$ cat src/hdl/rihmi_map.svh
// Clock rate, timings in ms and s, and lamp positions for the reader front-panel controller
`ifndef RIHMI_MAP_SVH
`define RIHMI_MAP_SVH
`define RIHMI_CLK_HZ          40000000
`define RIHMI_STARTUP_MS      1000
`define RIHMI_TEST_TMO_S      180
`define RIHMI_SETUP_TMO_S     5
`define RIHMI_LEARN_TMO_S     180
`define RIHMI_DWELL_MS        1000
`define RIHMI_BLINK_MS        250
`define RIHMI_EXIT_DLY_MS     500
`define RIHMI_BEEP_SHORT_MS   100
`define RIHMI_BEEP_LONG_MS    1000
`define RIHMI_DEBOUNCE_MS     20
`define RIHMI_LAMP_STATUS     0
`define RIHMI_LAMP_SERIAL     1
`define RIHMI_LAMP_TRIGGER    2
`define RIHMI_LAMP_GOOD       3
`define RIHMI_LAMP_READY      4
`endif

$ cat src/hdl/rihmi_pkg.sv
// Types shared by the reader front-panel controller
package rihmi_pkg;
    typedef enum logic [7:0] {
        ST_START  = 8'b0000_0001,
        ST_NORMAL = 8'b0000_0010,
        ST_SELECT = 8'b0000_0100,
        ST_TEST   = 8'b0000_1000,
        ST_AIM    = 8'b0001_0000,
        ST_SETUP  = 8'b0010_0000,
        ST_LEARN  = 8'b0100_0000,
        ST_EXIT   = 8'b1000_0000
    } rihmi_state_type;

    typedef struct packed {
        logic read_done;
        logic good_read;
        logic no_read;
        logic phase_active;
        logic serial_active;
        logic ready;
        logic error;
        logic save_ok;
    } rihmi_events_type;

    typedef struct packed {
        logic aim_on;
        logic start_setup;
        logic start_learn;
        logic cancel;
    } rihmi_cmd_type;
endpackage

$ cat src/hdl/rihmi_top.sv
// Front-panel lamp, beeper and push-button controller of the code reader
`timescale 1ns/10ps
`default_nettype none
`include "rihmi_map.svh"
module rihmi_top
    import rihmi_pkg::*;
#(
    parameter int unsigned CLK_HZ = `RIHMI_CLK_HZ,
    parameter int unsigned STARTUP_CYC = CLK_HZ / 1000 * `RIHMI_STARTUP_MS,
    parameter longint unsigned TEST_TMO_CYC = longint'(CLK_HZ) * `RIHMI_TEST_TMO_S,
    parameter int unsigned SETUP_TMO_CYC = CLK_HZ * `RIHMI_SETUP_TMO_S,
    parameter longint unsigned LEARN_TMO_CYC = longint'(CLK_HZ) * `RIHMI_LEARN_TMO_S,
    parameter int unsigned DWELL_CYC = CLK_HZ / 1000 * `RIHMI_DWELL_MS,
    parameter int unsigned BLINK_CYC = CLK_HZ / 1000 * `RIHMI_BLINK_MS,
    parameter int unsigned EXIT_CYC = CLK_HZ / 1000 * `RIHMI_EXIT_DLY_MS,
    parameter int unsigned BEEP_S_CYC = CLK_HZ / 1000 * `RIHMI_BEEP_SHORT_MS,
    parameter int unsigned BEEP_L_CYC = CLK_HZ / 1000 * `RIHMI_BEEP_LONG_MS,
    parameter int unsigned DEBOUNCE_CYC = CLK_HZ / 1000 * `RIHMI_DEBOUNCE_MS
) (
    input  wire logic             CLK_I,
    input  wire logic             RST_I,
    input  wire logic             BUTTON_N_I,
    input  wire logic             NET_LINK_I,
    input  wire logic             FIELDBUS_I,
    input  wire rihmi_events_type EVENTS_I,
    input  wire logic [2:0]       RATE_I,
    output logic                  SUPPLY_LAMP_O,
    output logic                  NET_LAMP_O,
    output logic [4:0]            LAMPS_O,
    output logic                  BEEP_HIGH_O,
    output logic                  BEEP_LOW_O,
    output logic                  GREEN_SPOT_O,
    output rihmi_cmd_type         CMD_O
);
    localparam int unsigned CW = 33;

    // Two-stage synchronisers for the pin inputs; the button pin idles high
    logic [1:0] btn_sync_q;
    logic [1:0] net_s1_q, net_s2_q;
    always_ff @(posedge CLK_I or posedge RST_I) begin
        if (RST_I) begin
            btn_sync_q <= 2'h3;
        end else begin
            btn_sync_q <= {btn_sync_q[0], BUTTON_N_I};
        end
    end
    always_ff @(posedge CLK_I or posedge RST_I) begin
        if (RST_I) begin
            net_s1_q <= 2'h0;
            net_s2_q <= 2'h0;
        end else begin
            net_s1_q <= {net_s1_q[0], NET_LINK_I};
            net_s2_q <= {net_s2_q[0], FIELDBUS_I};
        end
    end
    logic btn_raw;
    assign btn_raw = ~btn_sync_q[1]; // Pressed while the pin is low

    // Debounce: accept a new button level once stable
    logic [CW-1:0] deb_q;
    logic          btn_q, btn_prev_q;
    always_ff @(posedge CLK_I or posedge RST_I) begin
        if (RST_I) begin
            deb_q      <= '0;
            btn_q      <= 1'b0;
            btn_prev_q <= 1'b0;
        end else begin
            btn_prev_q <= btn_q;
            if (btn_raw == btn_q) begin
                deb_q <= '0;
            end else if (deb_q >= CW'(DEBOUNCE_CYC)) begin
                btn_q <= btn_raw;
                deb_q <= '0;
            end else begin
                deb_q <= deb_q + 1'b1;
            end
        end
    end
    logic press, btn_rel;
    assign press   = btn_q & ~btn_prev_q;
    assign btn_rel = ~btn_q & btn_prev_q;

    // Free-running blink square wave
    logic [CW-1:0] blk_q;
    logic          blink_q;
    always_ff @(posedge CLK_I or posedge RST_I) begin
        if (RST_I) begin
            blk_q   <= '0;
            blink_q <= 1'b1;
        end else if (blk_q >= CW'(BLINK_CYC - 1)) begin
            blk_q   <= '0;
            blink_q <= ~blink_q;
        end else begin
            blk_q <= blk_q + 1'b1;
        end
    end

    // Main state machine with a shared timer
    rihmi_state_type state_q;
    logic [CW-1:0]   tmr_q;
    logic [1:0]      sel_q;      // 0 test, 1 aim, 2 setup, 3 learn
    logic            sel_shown_q;
    logic            tmo_fail;
    logic            save_done;
    always_ff @(posedge CLK_I or posedge RST_I) begin
        if (RST_I) begin
            state_q     <= ST_START;
            tmr_q       <= '0;
            sel_q       <= 2'h0;
            sel_shown_q <= 1'b0;
        end else begin
            tmr_q <= tmr_q + 1'b1;
            case (state_q)
                ST_START: begin
                    if (tmr_q >= CW'(STARTUP_CYC - 1)) begin
                        state_q <= ST_NORMAL;
                    end
                end
                ST_NORMAL: begin
                    tmr_q <= '0;
                    if (press) begin
                        state_q     <= ST_SELECT;
                        sel_q       <= 2'h0;
                        sel_shown_q <= 1'b0;
                    end
                end
                ST_SELECT: begin
                    if (btn_rel) begin
                        tmr_q <= '0;
                        if (!sel_shown_q) begin
                            state_q <= ST_NORMAL;
                        end else begin
                            case (sel_q)
                                2'h0: state_q <= ST_TEST;
                                2'h1: state_q <= ST_AIM;
                                2'h2: state_q <= ST_SETUP;
                                default: state_q <= ST_LEARN;
                            endcase
                        end
                    end else if (tmr_q >= CW'(DWELL_CYC - 1)) begin
                        tmr_q <= '0;
                        if (sel_shown_q) begin
                            sel_q <= sel_q + 1'b1;
                        end
                        sel_shown_q <= 1'b1;
                    end
                end
                ST_TEST: begin
                    if (press || tmr_q >= CW'(TEST_TMO_CYC - 1)) begin
                        state_q <= ST_NORMAL;
                    end
                end
                ST_AIM, ST_LEARN: begin
                    if (press) begin
                        state_q <= ST_EXIT;
                        tmr_q   <= '0;
                    end else if (state_q == ST_LEARN && (save_done || tmo_fail)) begin
                        state_q <= ST_NORMAL;
                    end
                end
                ST_SETUP: begin
                    if (save_done || tmo_fail) begin
                        state_q <= ST_NORMAL;
                    end
                end
                ST_EXIT: begin
                    if (tmr_q >= CW'(EXIT_CYC - 1)) begin
                        state_q <= ST_NORMAL;
                    end
                end
                default: state_q <= ST_START;
            endcase
        end
    end
    assign save_done = EVENTS_I.save_ok;
    assign tmo_fail  = !EVENTS_I.save_ok &&
        ((state_q == ST_SETUP && tmr_q >= CW'(SETUP_TMO_CYC - 1)) ||
         (state_q == ST_LEARN && tmr_q >= CW'(LEARN_TMO_CYC - 1)));

    // Latched decode result for normal indication
    logic last_good_q, last_fail_q;
    always_ff @(posedge CLK_I or posedge RST_I) begin
        if (RST_I) begin
            last_good_q <= 1'b0;
            last_fail_q <= 1'b0;
        end else if (EVENTS_I.read_done) begin
            last_good_q <= EVENTS_I.good_read;
            last_fail_q <= EVENTS_I.no_read;
        end
    end

    // Beeper: a count of tones of one pitch and length
    logic [1:0]    beeps_q;
    logic          beep_on_q, beep_hi_q;
    logic [CW-1:0] bt_q;
    always_ff @(posedge CLK_I or posedge RST_I) begin
        if (RST_I) begin
            beeps_q   <= 2'h0;
            beep_on_q <= 1'b0;
            beep_hi_q <= 1'b0;
            bt_q      <= '0;
        end else if ((state_q == ST_SETUP || state_q == ST_LEARN) && save_done) begin
            beeps_q   <= 2'h3;
            beep_hi_q <= 1'b1;
            beep_on_q <= 1'b0;
            bt_q      <= '0;
        end else if (tmo_fail) begin
            beeps_q   <= 2'h1;
            beep_hi_q <= 1'b0;
            beep_on_q <= 1'b0;
            bt_q      <= '0;
        end else if (beeps_q != 2'h0) begin
            bt_q <= bt_q + 1'b1;
            if (!beep_on_q && bt_q >= CW'(BEEP_S_CYC - 1)) begin
                beep_on_q <= 1'b1;
                bt_q      <= '0;
            end else if (beep_on_q &&
                         bt_q >= (beep_hi_q ? CW'(BEEP_S_CYC - 1) : CW'(BEEP_L_CYC - 1))) begin
                beep_on_q <= 1'b0;
                bt_q      <= '0;
                beeps_q   <= beeps_q - 1'b1;
            end
        end
    end

    // Lamp pattern and test-mode rate bar
    logic [4:0] lamps_d;
    logic [4:0] bar;
    always_comb begin
        bar = 5'h00;
        for (int i = 0; i < 5; i++) begin
            if (3'(i) < RATE_I) begin
                bar[i] = 1'b1;
            end
        end
        lamps_d = 5'h00;
        case (state_q)
            ST_START: lamps_d = {5{blink_q}};
            ST_NORMAL: begin
                if (EVENTS_I.error) begin
                    lamps_d[`RIHMI_LAMP_STATUS] = blink_q;
                    lamps_d[`RIHMI_LAMP_READY]  = blink_q;
                end else begin
                    lamps_d[`RIHMI_LAMP_STATUS] = last_fail_q;
                    lamps_d[`RIHMI_LAMP_READY]  = EVENTS_I.ready;
                end
                lamps_d[`RIHMI_LAMP_SERIAL]  = EVENTS_I.serial_active | net_s2_q[1];
                lamps_d[`RIHMI_LAMP_TRIGGER] = EVENTS_I.phase_active;
                lamps_d[`RIHMI_LAMP_GOOD]    = last_good_q;
            end
            ST_SELECT: begin
                lamps_d[`RIHMI_LAMP_STATUS] = 1'b1;
                if (sel_shown_q) begin
                    lamps_d[3'(sel_q) + 3'h1] = 1'b1;
                end
            end
            ST_TEST: begin
                if (last_fail_q) begin
                    lamps_d[`RIHMI_LAMP_STATUS] = blink_q;
                end else begin
                    lamps_d = bar;
                end
            end
            ST_AIM:   lamps_d[2] = blink_q;
            ST_SETUP: lamps_d[3] = blink_q;
            ST_LEARN: lamps_d[4] = blink_q;
            ST_EXIT:  lamps_d = 5'h00;
            default:  lamps_d = 5'h00;
        endcase
    end

    // Registered outputs
    always_ff @(posedge CLK_I or posedge RST_I) begin
        if (RST_I) begin
            SUPPLY_LAMP_O <= 1'b0;
            NET_LAMP_O    <= 1'b0;
            LAMPS_O       <= 5'h00;
            BEEP_HIGH_O   <= 1'b0;
            BEEP_LOW_O    <= 1'b0;
            GREEN_SPOT_O  <= 1'b0;
            CMD_O         <= '0;
        end else begin
            SUPPLY_LAMP_O     <= 1'b1;
            NET_LAMP_O        <= net_s1_q[1];
            LAMPS_O           <= lamps_d;
            BEEP_HIGH_O       <= beep_on_q & beep_hi_q;
            BEEP_LOW_O        <= beep_on_q & ~beep_hi_q;
            GREEN_SPOT_O      <= (state_q == ST_LEARN) && save_done ? 1'b1 :
                                 (press ? 1'b0 : GREEN_SPOT_O);
            CMD_O.aim_on      <= (state_q == ST_AIM) ||
                                 (state_q == ST_EXIT && CMD_O.aim_on);
            CMD_O.start_setup <= (state_q == ST_SETUP);
            CMD_O.start_learn <= (state_q == ST_LEARN);
            CMD_O.cancel      <= (state_q == ST_EXIT) && (tmr_q >= CW'(EXIT_CYC - 1));
        end
    end
endmodule
`default_nettype wire

$ cat config.mk
export PLATFORM = sky130hd
export DESIGN_NAME = rihmi_top
export DESIGN_NICKNAME = d
export VERILOG_FILES = /design/src/hdl/rihmi_pkg.sv /design/src/hdl/rihmi_top.sv
export VERILOG_INCLUDE_DIRS = /design/src /design/src/hdl
export SDC_FILE = /design/constraint.sdc
export NUM_CORES = 1
export LEC_CHECK = 0
export ABC_AREA = 1
export BUFFER_PORTS_ARGS = -buffer_cell sky130_fd_sc_hd__buf_2
export CELL_PAD_IN_SITES_DETAIL_PLACEMENT = 0
export CELL_PAD_IN_SITES_GLOBAL_PLACEMENT = 1
export CORE_UTILIZATION = 35
export CTS_BUF_LIST = sky130_fd_sc_hd__clkbuf_8
export DETAILED_ROUTE_END_ITERATION = 8
export GPL_TIMING_DRIVEN = 0
export HOLD_SLACK_MARGIN = 0.05
export PLACE_DENSITY = 0.69
export SLEW_MARGIN = 0
export SYNTH_ARGS = -nofsm -noshare
export SYNTH_HDL_FRONTEND = slang
export SYNTH_SLANG_ARGS = --single-unit
$ cat constraint.sdc
create_clock -name CLK_I -period 14.6 [get_ports CLK_I]
set_input_delay 2.19 -clock CLK_I [delete_from_list [all_inputs] [get_ports CLK_I]]
set_output_delay 2.19 -clock CLK_I [all_outputs]
set_load 0.1 [all_outputs]
==> metrics.csv, run 1 <==
stage,metric,value,unit
setup_path,critical_path.reg2reg.startpoint,beep_hi_q,
power,net-switching-power,0.234,mW
placement,dpl_cell_area,11100,µm²
clock_tree,clock_tree_root,sky130_fd_sc_hd__clkbuf_8,
drt,drt_drc_violations_left,0,
floorplanning,core,28900,µm²
clock_tree,cts_setup_buffers,0,
yosys,yosys.area.top_type_share,40.6,%
clock_tree,numClockSinks,172,
timing,setup_viol_count_final,0,
timing,fmaxAchievable,0.280,GHz
setup_path,critical_path_arrival,1.38,ns
drt,vias_per_cell,4.72,
clock_tree,cts_htree_levels,4,
placement,place_hpwl,20500,µm
clock_tree,tritoncts,built,
floorplanning,die_width,174,µm
drt,routed-via-count,9049,
drt,detailroute.wirelength.met3,799,µm
power,p_seq_share,54.0,%
clock_tree,postCtsResizedCells,0,
timing,min_period_over_period,24.4,%
power,share_clk_of_total_power,42.3,%
drt,wire_per_inst,14.2,µm
layout,final_net_count,1555,
setup_path,worst_ep_required_time,12.41,ns
clock_tree,tritoncts_buffer_count,17,
timing,grt_setup_unrepaired,false,
drt,dr.first_iter.drc_count,514,
setup_path,critical_path.max_stage_delay,0.46,ns
yosys,post_synth_main_area_contributors,"sky130_fd_sc_hd__dfrtp_1 41%, sky130_fd_sc_hd__nand2_1 13%, sky130_fd_sc_hd__nor2_1 9.3%, sky130_fd_sc_hd__nand3_1 7.0%, sky130_fd_sc_hd__inv_1 6.8%",
global_route,largest_net_degree_at_the_start_of_global_routing,91,
floorplanning,pin_count,30,
setup_path,critical_path_peak_fanout,2,
timing,timing.setup.tns,0,ns
setup_path,timing_worst_setup_path_type,flip-flop to output port,
drt,top_layer_reached_by_signal_wires,met4,
drt,m1WireLength,13600,µm
timing,timing.clock.skew,0.0214,ns
clock_tree,worstSkewPairLatency,0.48,ns
flow_run,max-cap-violations,0,
drt,wl,27200,µm
yosys,async_set_or_reset_register_ratio_after_synthesis,100,%
drt,met2WireLength,12300,µm
placement,gpl.final_weighted_congestion,0.858,
layout,synthToLayoutAreaGrowth,11.4,%
timing,hold_vio_cnt_final,0,
yosys,dominant_cell_by_count_in_the_synthesized_netlist,sky130_fd_sc_hd__nand2_1,
setup_path,setup.worst_path.end_class,output port,
yosys,synth_commonest_cells,"357 x sky130_fd_sc_hd__nand2_1, 257 x sky130_fd_sc_hd__nor2_1, 188 x sky130_fd_sc_hd__inv_1",
yosys,syn_area_per_cell,7.15,µm²
yosys,yosysSeqAreaShare,41.6,%
drt,post_route_ant_nets,0,
global_route,grt_first_pass_wirelength,46100,µm
power,leak_pwr,5.66,nW
clock_tree,worst_setup_hold_path_clk_slew,0.10,ns
power,power-per-cell-area,77.9,nW/µm²
setup_path,cp_slowest_cell,sky130_fd_sc_hd__buf_2,
yosys,top_ff_cell_synth,sky130_fd_sc_hd__dfrtp_1,
timing,slew_violations,0,
power,combinationalPowerShare,3.6,%
yosys,count_of_flip_flops_with_a_built_in_enable_after_synthesis,0,
timing,max_slew_margin,42.4,%
drt,drt_pass1_iterations,5,
setup_path,cpLargestDelayFamily,buffers and inverters,
clock_tree,max-clock-path-buffers,2,
global_route,global_route.overflow_total,0,
power,vdd_drop_max,0.0553,mV
layout,fillerInstances,3107,
yosys,post_synth_num_cell_types,52,
yosys,ys_ff_latch,172,
setup_path,crit_path_cell_trace,buf_2,
floorplanning,rows,62,
yosys,post-synth-top-area-cell,sky130_fd_sc_hd__dfrtp_1,
global_route,antenna_violations_before_repair,1,
floorplanning,floorplan.die.height,174,µm
timing,final_period_minus_worst_setup_slack,3.57,ns
min_path,worst_hold_path_type,flip-flop to flip-flop,
run_status,status,"complete, no violations",
yosys,yosysWarningCount,0,
setup_path,crit_start,CMD_O[3],
floorplanning,initial_core_util,35.8,%
layout,final_layout_size_suffix_gt1_share,8.36,%
clock_tree,ctsHoldBuffers,0,
layout,fin_area,11500,µm²
global_route,global_routing_usage_summed_across_all_routing_layers,19.0,%
timing,tightestPinTransition,0.856,ns
yosys,mappedNetlistArea,10400,µm²
yosys,synthCells,1449,
floorplanning,die_area,30300,µm²
power,power.switching_fraction,26.0,%
setup_path,cp.buffers_inverters,1,
power,internal_power,0.665,mW
global_route,first_global_vias,8941,
placement,port-buffer-count,29,
min_path,hold_path_startpoint,net_s2_q[0],
setup_path,cp-start-kind,flip-flop,
-- power by group through the flow --
stage / sequential [mW] / combinational [mW] / clock [mW]
after floorplan: 0.505 / 0.0124 / 0
after global placement: 0.495 / 0.0321 / 0
after detailed placement: 0.495 / 0.0339 / 0
after CTS: 0.486 / 0.0339 / 0.392
after global routing: 0.486 / 0.0367 / 0.413
final: 0.486 / 0.0326 / 0.380
-- path summary, 6_finish.rpt --
kind                                 end  slack, ns  depth (start not counted)
setup / recovery                CMD_O[3]      11.03                          1
hold / removal               net_s2_q[1]       0.36                          0
setup reg to reg                bt_q[11]      11.55                         14
hold reg to reg              net_s2_q[1]       0.36                          0
max in group asynchronous        blink_q      11.94                          3
min in group asynchronous  SUPPLY_LAMP_O       1.78                          2
-- cells by family (layout without fill, tap and decap cells) --
group                    after synthesis  in the layout  synth area share [%]
other                                  2             24                0.0725
buffers and inverters                225            287                  8.99
flip-flops                           172            172                  41.6
XOR/XNOR                              55             55                  4.65
AO/OA/AOI/OAI                         93             93                  5.17
adder cells (fa/ha/maj)               20             20                  2.42
multiplexers                           1              1                 0.109
AND/OR/NAND/NOR                      881            881                  37.0
-- sequential cells by signal (all words and copies together), names as in the netlist, 2 cells and up --
signal,count
beeps_q,2
sel_q,2
blk_q,33
CMD_O,4
bt_q,33
deb_q,33
LAMPS_O,5
tmr_q,33
btn_sync_q,2
state_q,8
net_s2_q,2
net_s1_q,2
-- metrics by stage --
stage | cells | setup slack, ns | power [mW] | hold WS (ns) | utilization, %
final | 1917 | 11.03 | 0.898 | 0.360 | 39.9
after global routing | 1916 | 10.98 | 0.936 | 0.364 | 39.9
after CTS | 1916 | 11.00 | 0.911 | 0.359 | 39.9
after detailed placement | 1884 | 11.35 | 0.529 | 0.336 | 38.3
after global placement | 1883 | 5.52 | 0.527 | 0.334 | 38.2
after floorplan | 1470 | 7.76 | 0.518 | 0.331 | -
-- cells in the final DEF (no fill, tap or decap), drive strengths merged, types with 8 or more instances in the layout --
| cell type | instances |
|---|---|
| nand2 | 365 |
| nand3 | 146 |
| nor2 | 270 |
| nor4 | 8 |
| conb | 23 |
| a21oi | 41 |
| inv | 201 |
| o21ai | 27 |
| nor3 | 47 |
| xnor2 | 12 |
| buf | 53 |
| nand4 | 30 |
| ha | 20 |
| xor2 | 43 |
| dfrtp | 168 |
| clkbuf | 26 |
-- routing by layer --
layer  track usage, %  vias up
li1                 -     4720
met1             25.9     4193
met2             30.7      110
met3             3.54       26
met4             5.23        0
met5                0        -
-- area by class of cell --
| type | count | area (µm²) | area share [%] |
|---|---|---|---|
| Clock buffer | 17 | 234 | 2.03 |
| Tap cell | 384 | 480 | 4.17 |
| Timing Repair Buffer | 30 | 173 | 1.50 |
| Inverter | 193 | 734 | 6.37 |
| Antenna cell | 1 | 2.50 | 0.0217 |
| Multi-Input combinational cell | 1073 | 5190 | 45.0 |
| Clock inverter | 15 | 203 | 1.76 |
| Sequential cell | 172 | 4310 | 37.4 |
| Buffer | 32 | 204 | 1.77 |
No activity file was read; power rests on OpenSTA's default activity.
==> inputs of run 2 (changes only) <==
==> constraint.sdc (replaced) <==
create_clock -name CLK_I -period 3.55 [get_ports CLK_I]
set_input_delay 0.5325 -clock CLK_I [delete_from_list [all_inputs] [get_ports CLK_I]]
set_output_delay 0.5325 -clock CLK_I [all_outputs]
set_load 0.1 [all_outputs]
==> metrics.csv, run 2 (synthesized netlist as in run 1, its figures left out) <==
stage,metric,value,unit,change
timing,setup_viol_count_final,0,,unchanged
setup_path,setup.worst_path.end_class,flip-flop,,
power,power-per-cell-area,311,nW/µm²,+300%
setup_path,critical_path.reg2reg.endpoint,bt_q[21],,
layout,diodes,0,,-1
run_status,status,"complete, no violations",,
clock_tree,cts_htree_levels,4,,unchanged
layout,mostFrequentLayoutCell,sky130_fd_sc_hd__nand2_1,,
layout,seqCellArea,4310,µm²,unchanged
placement,dpl_cell_area,11100,µm²,+0.44%
drt,wl,26800,µm,-1.5%
clock_tree,worst_setup_hold_path_clk_slew,0.10,ns,about the same
clock_tree,tritoncts,built,,
clock_tree,numClockSinks,172,,unchanged
layout,final_net_count,1558,,+0.19%
setup_path,cp.buffers_inverters,2,,+1
flow_run,max-cap-violations,0,,unchanged
timing,max_slew_margin,46.3,%,+3.9 points
clock_tree,tritoncts_buffer_count,17,,unchanged
global_route,largest_net_degree_at_the_start_of_global_routing,42,,-54%
drt,post_route_ant_nets,0,,unchanged
layout,multi_input_comb_area,5190,µm²,unchanged
setup_path,critical_path_arrival,3.30,ns,+1.92 ns
layout,most_frequent_cells_in_the_layout,"357 x sky130_fd_sc_hd__nand2_1, 257 x sky130_fd_sc_hd__nor2_1, 188 x sky130_fd_sc_hd__inv_1",,
setup_path,timing_worst_setup_path_type,flip-flop to flip-flop,,
clock_tree,ctsHoldBuffers,0,,unchanged
floorplanning,die_area,30300,µm²,unchanged
floorplanning,initial_core_util,35.8,%,unchanged
drt,vias_per_cell,4.73,,+0.28%
setup_path,worst_ep_required_time,3.92,ns,-8.49 ns
drt,routed-via-count,9084,,+0.39%
setup_path,cp_slowest_cell,sky130_fd_sc_hd__dfrtp_1,,
timing,fmaxAchievable,0.341,GHz,
timing,slew_violations,0,,unchanged
drt,drt_drc_violations_left,0,,unchanged
floorplanning,floorplan.die.height,174,µm,unchanged
layout,fin_area,11500,µm²,+0.13%
setup_path,critical_path.max_stage_delay,0.64,ns,+0.18 ns
global_route,first_global_vias,8882,,-0.66%
power,vdd_drop_max,0.174,mV,+210%
min_path,worstHoldEndpoint,btn_sync_q[0],,
timing,min_period_over_period,82.6,%,
global_route,global_route.overflow_total,0,,unchanged
layout,synthToLayoutAreaGrowth,11.5,%,
power,fin_total_pwr,3.60,mW,+300%
floorplanning,core,28900,µm²,unchanged
setup_path,critical_path_peak_fanout,10,,+8
floorplanning,rows,62,,unchanged
setup_path,reg2reg_setup_slack,0.62,ns,-10.93 ns
min_path,timing.hold.worst_path_depth,1,,+1
clock_tree,clock_tree_root,sky130_fd_sc_hd__clkbuf_8,,
timing,timing.clock.skew,0.0183,ns,-0.00315 ns
timing,timing.setup.tns,0,ns,unchanged
setup_path,cp-start-kind,flip-flop,,
drt,wire_per_inst,13.9,µm,-1.6%
floorplanning,die_width,174,µm,unchanged
clock_tree,max-clock-path-buffers,2,,unchanged
layout,fillerInstances,3040,,-2.2%
drt,dr.first_iter.drc_count,568,,+11%
global_route,antenna_violations_before_repair,0,,-1
placement,place_hpwl,20500,µm,about the same
setup_path,crit_path_cell_trace,inv_1 -> ha_1 -> nand2_1 -> nor2_1 -> nand2_1 -> nor2_1 -> nand3_1 -> nand4_1 -> nand2_2 -> buf_2 -> nand3_1 -> nor2_1 -> nand3_1 -> nand2_1,,
timing,final_period_minus_worst_setup_slack,2.93,ns,
layout,final_layout_size_suffix_gt1_share,8.53,%,+0.18 points
min_path,hold_path_startpoint,BUTTON_N_I,,
drt,drt_pass1_iterations,5,,unchanged
setup_path,critical_path.reg2reg.startpoint,beep_hi_q,,
timing,grt_setup_unrepaired,false,,
clock_tree,postCtsResizedCells,0,,unchanged
timing,tightestPinTransition,0.798,ns,-0.0577 ns
clock_tree,cts_setup_buffers,0,,unchanged
global_route,global_routing_usage_summed_across_all_routing_layers,18.7,%,-0.30 points
timing,hold_vio_cnt_final,0,,unchanged
global_route,grt_first_pass_wirelength,45500,µm,-1.3%
clock_tree,worstSkewPairLatency,0.48,ns,about the same
placement,port-buffer-count,29,,unchanged
setup_path,worstRegToRegCells,14,,unchanged
placement,gpl.final_weighted_congestion,0.882,,+2.8%
layout,final_util,39.9,%,+0.052 points
min_path,worst_hold_path_type,input pin to flip-flop,,
power,leak_pwr,5.67,nW,+0.17%
setup_path,cpLargestDelayFamily,simple AND/OR/NAND/NOR gates,,
floorplanning,pin_count,30,,unchanged
## run 2: power by group
part           internal, mW  switching [mW]  leakage [nW]
combinational        0.0293           0.111          3.19
sequential             1.99          0.0120          2.27
clock                 0.660           0.798         0.208
## run 2: cell type report
class / instances / area share, %
flip-flops and latches: 172 / 37.3
repair buffers: 33 / 1.95
clock buffers: 18 / 2.14
well taps: 384 / 4.16
multi-input cells: 1073 / 45.0
plain buffers: 32 / 1.77
inverters: 193 / 6.33
clock inverters: 14 / 1.36
## run 2: how the worst max path moves through the flow
stage	end	slack (ns)	cells past startpoint	startpoint
detailed placement	bt_q[21]	0.59	14	beep_hi_q
global route	bt_q[4]	0.30	14	beep_hi_q
global placement	tmr_q[17]	-0.39	2	RST_I
finish	bt_q[21]	0.62	14	beep_hi_q
CTS	bt_q[10]	0.56	14	beep_hi_q
floorplan	BEEP_HIGH_O	0.82	1	RST_I
## run 2: worst register-to-register path, delay by kind of cell, from the launching register on
| kind | cells | cell delay, ns |
|---|---|---|
| adders and majority gates | 1 | 0.47 |
| DFF | 1 | 0.64 |
| buffers and inverters | 2 | 0.52 |
| and+or+nand+nor | 11 | 1.22 |
## run 2: metrics by stage
stage | worst slack (ns) | cells | hold WS (ns)
after floorplan | 0.824 | 1470 | 0.331
after global placement | -0.388 | 1883 | 0.333
after detailed placement | 0.587 | 1887 | 0.336
after CTS | 0.564 | 1919 | 0.115
after global routing | 0.304 | 1919 | 0.114
final | 0.618 | 1919 | 0.150
## run 2: metal layers
metal  GRT usage, %  vias to the layer above  wire (µm)
li1               -                     4727          -
met2           29.2                      144      11800
met4           4.28                        0        242
met3           2.97                       20       1010
met5              0                        -          0
met1           27.0                     4193      13800
==> inputs of run 3 (changes only) <==
--- a/config.mk
+++ b/config.mk
@@ -15,7 +15,7 @@
 export DETAILED_ROUTE_END_ITERATION = 8
 export GPL_TIMING_DRIVEN = 0
 export HOLD_SLACK_MARGIN = 0.05
-export PLACE_DENSITY = 0.69
+export PLACE_DENSITY = 0.72
 export SLEW_MARGIN = 0
 export SYNTH_ARGS = -nofsm -noshare
 export SYNTH_HDL_FRONTEND = slang
==> constraint.sdc (replaced) <==
create_clock -name CLK_I -period 2.5 [get_ports CLK_I]
set_input_delay 0.375 -clock CLK_I [delete_from_list [all_inputs] [get_ports CLK_I]]
set_output_delay 0.375 -clock CLK_I [all_outputs]
set_load 0.1 [all_outputs]
==> metrics.csv, run 3 (synthesized netlist as in run 1, its figures left out) <==
stage,metric,value,unit,change
run_status,status,"complete, no violations",,
min_path,timing.hold.worst_path_depth,3,,+2
power,power.switching_fraction,27.5,%,+1.9 points
setup_path,critical_path.reg2reg.endpoint,beeps_q[0],,
drt,drt_pass1_iterations,5,,unchanged
placement,port-buffer-count,29,,unchanged
global_route,grt_first_pass_wirelength,44300,µm,-2.6%
setup_path,critical_path.max_stage_delay,0.46,ns,-0.18 ns
global_route,largest_net_degree_at_the_start_of_global_routing,43,,+2.4%
drt,wire_per_inst,13.8,µm,-1.0%
timing,min_period_over_period,94.5,%,+12 points
layout,final_net_count,1567,,+0.58%
drt,drt_drc_violations_left,0,,unchanged
clock_tree,worst_setup_hold_path_clk_slew,0.11,ns,about the same
layout,diodes,0,,unchanged
setup_path,setup.worst_path.end_class,flip-flop,,
floorplanning,core,28900,µm²,unchanged
power,fin_total_pwr,4.97,mW,+38%
timing,timing.clock.skew,0.0213,ns,+0.00298 ns
global_route,first_global_vias,8647,,-2.6%
layout,mostFrequentLayoutCell,sky130_fd_sc_hd__nand2_1,,
timing,finalWorstSetupSlack,0.138,ns,-0.480 ns
timing,final_period_minus_worst_setup_slack,2.36,ns,-0.570 ns
drt,dr.first_iter.drc_count,613,,+7.9%
timing,hold_vio_cnt_final,0,,unchanged
layout,synthToLayoutAreaGrowth,12.9,%,
setup_path,critical_path.reg2reg.startpoint,beep_hi_q,,
drt,vias_per_cell,4.76,,+0.56%
min_path,worstHoldEndpoint,last_fail_q,,
clock_tree,clock_tree_root,sky130_fd_sc_hd__clkbuf_8,,
clock_tree,worstSkewPairLatency,0.47,ns,about the same
power,vdd_drop_max,0.283,mV,+63%
power,leak_pwr,5.69,nW,+0.33%
timing,max_slew_margin,39.5,%,-6.8 points
setup_path,worst_ep_required_time,2.86,ns,-1.06 ns
power,combinationalPowerShare,4.1,%,+0.2 points
layout,fillerInstances,3081,,+1.3%
clock_tree,tritoncts,built,,
drt,wl,26600,µm,-0.55%
floorplanning,die_area,30300,µm²,unchanged
global_route,antenna_violations_before_repair,0,,unchanged
timing,setup_viol_count_final,0,,unchanged
layout,final_layout_size_suffix_gt1_share,9.91,%,+1.4 points
placement,place_hpwl,20200,µm,-1.5%
timing,timing.setup.tns,0,ns,unchanged
clock_tree,cts_htree_levels,4,,unchanged
clock_tree,max-clock-path-buffers,2,,unchanged
timing,slew_violations,0,,unchanged
setup_path,worstRegToRegCells,14,,unchanged
global_route,global_route.overflow_total,0,,unchanged
power,share_clk_of_total_power,38.8,%,-1.7 points
min_path,hold_path_startpoint,EVENTS_I[5],,
flow_run,max-cap-violations,0,,unchanged
floorplanning,initial_core_util,35.8,%,unchanged
setup_path,cp_slowest_cell,sky130_fd_sc_hd__dfrtp_2,,
setup_path,critical_path_peak_fanout,8,,-2
drt,post_route_ant_nets,0,,unchanged
power,power-per-cell-area,425,nW/µm²,+37%
global_route,global_routing_usage_summed_across_all_routing_layers,18.2,%,-0.47 points
setup_path,timing_worst_setup_path_type,flip-flop to flip-flop,,
setup_path,reg2reg_setup_slack,0.14,ns,-0.48 ns
setup_path,critical_path_arrival,2.72,ns,-0.58 ns
setup_path,crit_path_cell_trace,buf_4 -> ha_1 -> nand2_1 -> nor2_1 -> nand2_1 -> nor2_1 -> nand3_1 -> nand4_1 -> nand2_4 -> buf_4 -> nand3_1 -> nand2_1 -> nand2_1 -> nand2_1,,
clock_tree,numClockSinks,172,,unchanged
timing,tightestPinTransition,0.900,ns,+0.102 ns
floorplanning,die_width,174,µm,unchanged
power,p_seq_share,57.1,%,+1.5 points
floorplanning,rows,62,,unchanged
placement,post-place-ws,-0.385,ns,-0.972 ns
layout,most_frequent_cells_in_the_layout,"357 x sky130_fd_sc_hd__nand2_1, 251 x sky130_fd_sc_hd__nor2_1, 186 x sky130_fd_sc_hd__inv_1",,
drt,routed-via-count,9178,,+1.0%
clock_tree,tritoncts_buffer_count,17,,unchanged
floorplanning,floorplan.die.height,174,µm,unchanged
setup_path,worst_path_most_repeated_cell,sky130_fd_sc_hd__nand2_1,,
power,net-switching-power,1.37,mW,+49%
setup_path,cp-start-kind,flip-flop,,
timing,fmaxAchievable,0.423,GHz,+24%
placement,gpl.final_weighted_congestion,0.871,,-1.3%
min_path,worst_hold_path_type,input pin to flip-flop,,
timing,timing.hold.ws,0.115,ns,-0.0345 ns
floorplanning,pin_count,30,,unchanged
power,internal_power,3.60,mW,+35%
-- run 3: cell types whose count changed in the layout (fill, tap and decap cells not counted), moves of 3 or more --
cell,previous run,this run
sky130_fd_sc_hd__clkinvlp_4,2,6
sky130_fd_sc_hd__buf_4,6,11
sky130_fd_sc_hd__nor2_2,11,16
sky130_fd_sc_hd__dlygate4sd3_1,0,4
sky130_fd_sc_hd__clkinv_8,0,3
sky130_fd_sc_hd__nor2_1,257,251
-- run 3: power groups by stage --
stage	Clock (mW)	Combinational, mW	Sequential, mW
5_1_grt	2.11	0.228	2.84
6_report	1.93	0.204	2.84
4_1_cts	2.00	0.209	2.84
2_1_floorplan	0	0.0729	2.95
3_3_place_gp	0	0.187	2.89
3_5_place_dp	0	0.204	2.89
-- run 3: layout make-up --
cell class	count	area, µm²	area share, %
multi-input cells	1073	5260	45.0
flip-flops and latches	172	4310	36.9
inverters	193	734	6.28
well taps	384	480	4.11
repair buffers	42	303	2.59
clock buffers	17	234	2.00
plain buffers	32	219	1.87
clock inverters	15	151	1.29
-- run 3: timing repair --
action	4_1_cts	5_1_grt
gates resized for setup	6	19
setup buffers	1	4
endpoints found under the hold margin	30	0
endpoints found under the setup margin	30	45
hold buffers	4	0
pin swaps	0	4
cloned	0	0
-- run 3: stage by stage --
stage / std cells / area, µm² / util [%]
6_report: 1928 / 11700 / 40.4
3_5_place_dp: 1887 / 11100 / 38.5
3_3_place_gp: 1883 / 11100 / 38.2
5_1_grt: 1928 / 11700 / 40.4
4_1_cts: 1924 / 11600 / 40.1
2_1_floorplan: 1470 / 10400 / -
-- run 3: worst max-delay path, delay by kind of cell (launching register included) --
kind	cells	cell delay, ns
DFF	1	0.46
adders and majority gates	1	0.31
buffers and inverters	2	0.37
and+or+nand+nor	11	1.11
-- run 3: worst max-delay path by stage --
stage,cells past startpoint,slack [ns],startpoint,to
floorplan,1,-0.07,RST_I,BEEP_HIGH_O
global placement,2,-1.24,RST_I,tmr_q[20]
detailed placement,14,-0.39,beep_hi_q,bt_q[21]
CTS,14,0.02,beep_hi_q,bt_q[21]
global route,14,-0.01,beep_hi_q,beeps_q[0]
finish,14,0.14,beep_hi_q,beeps_q[0]
-- run 3: routing by layer --
metal  global-route usage [%]  share of wire (%)
met1                     25.9                 51
met5                        0                  0
met4                     5.34                1.7
met3                     3.00                2.8
met2                     28.4                 45
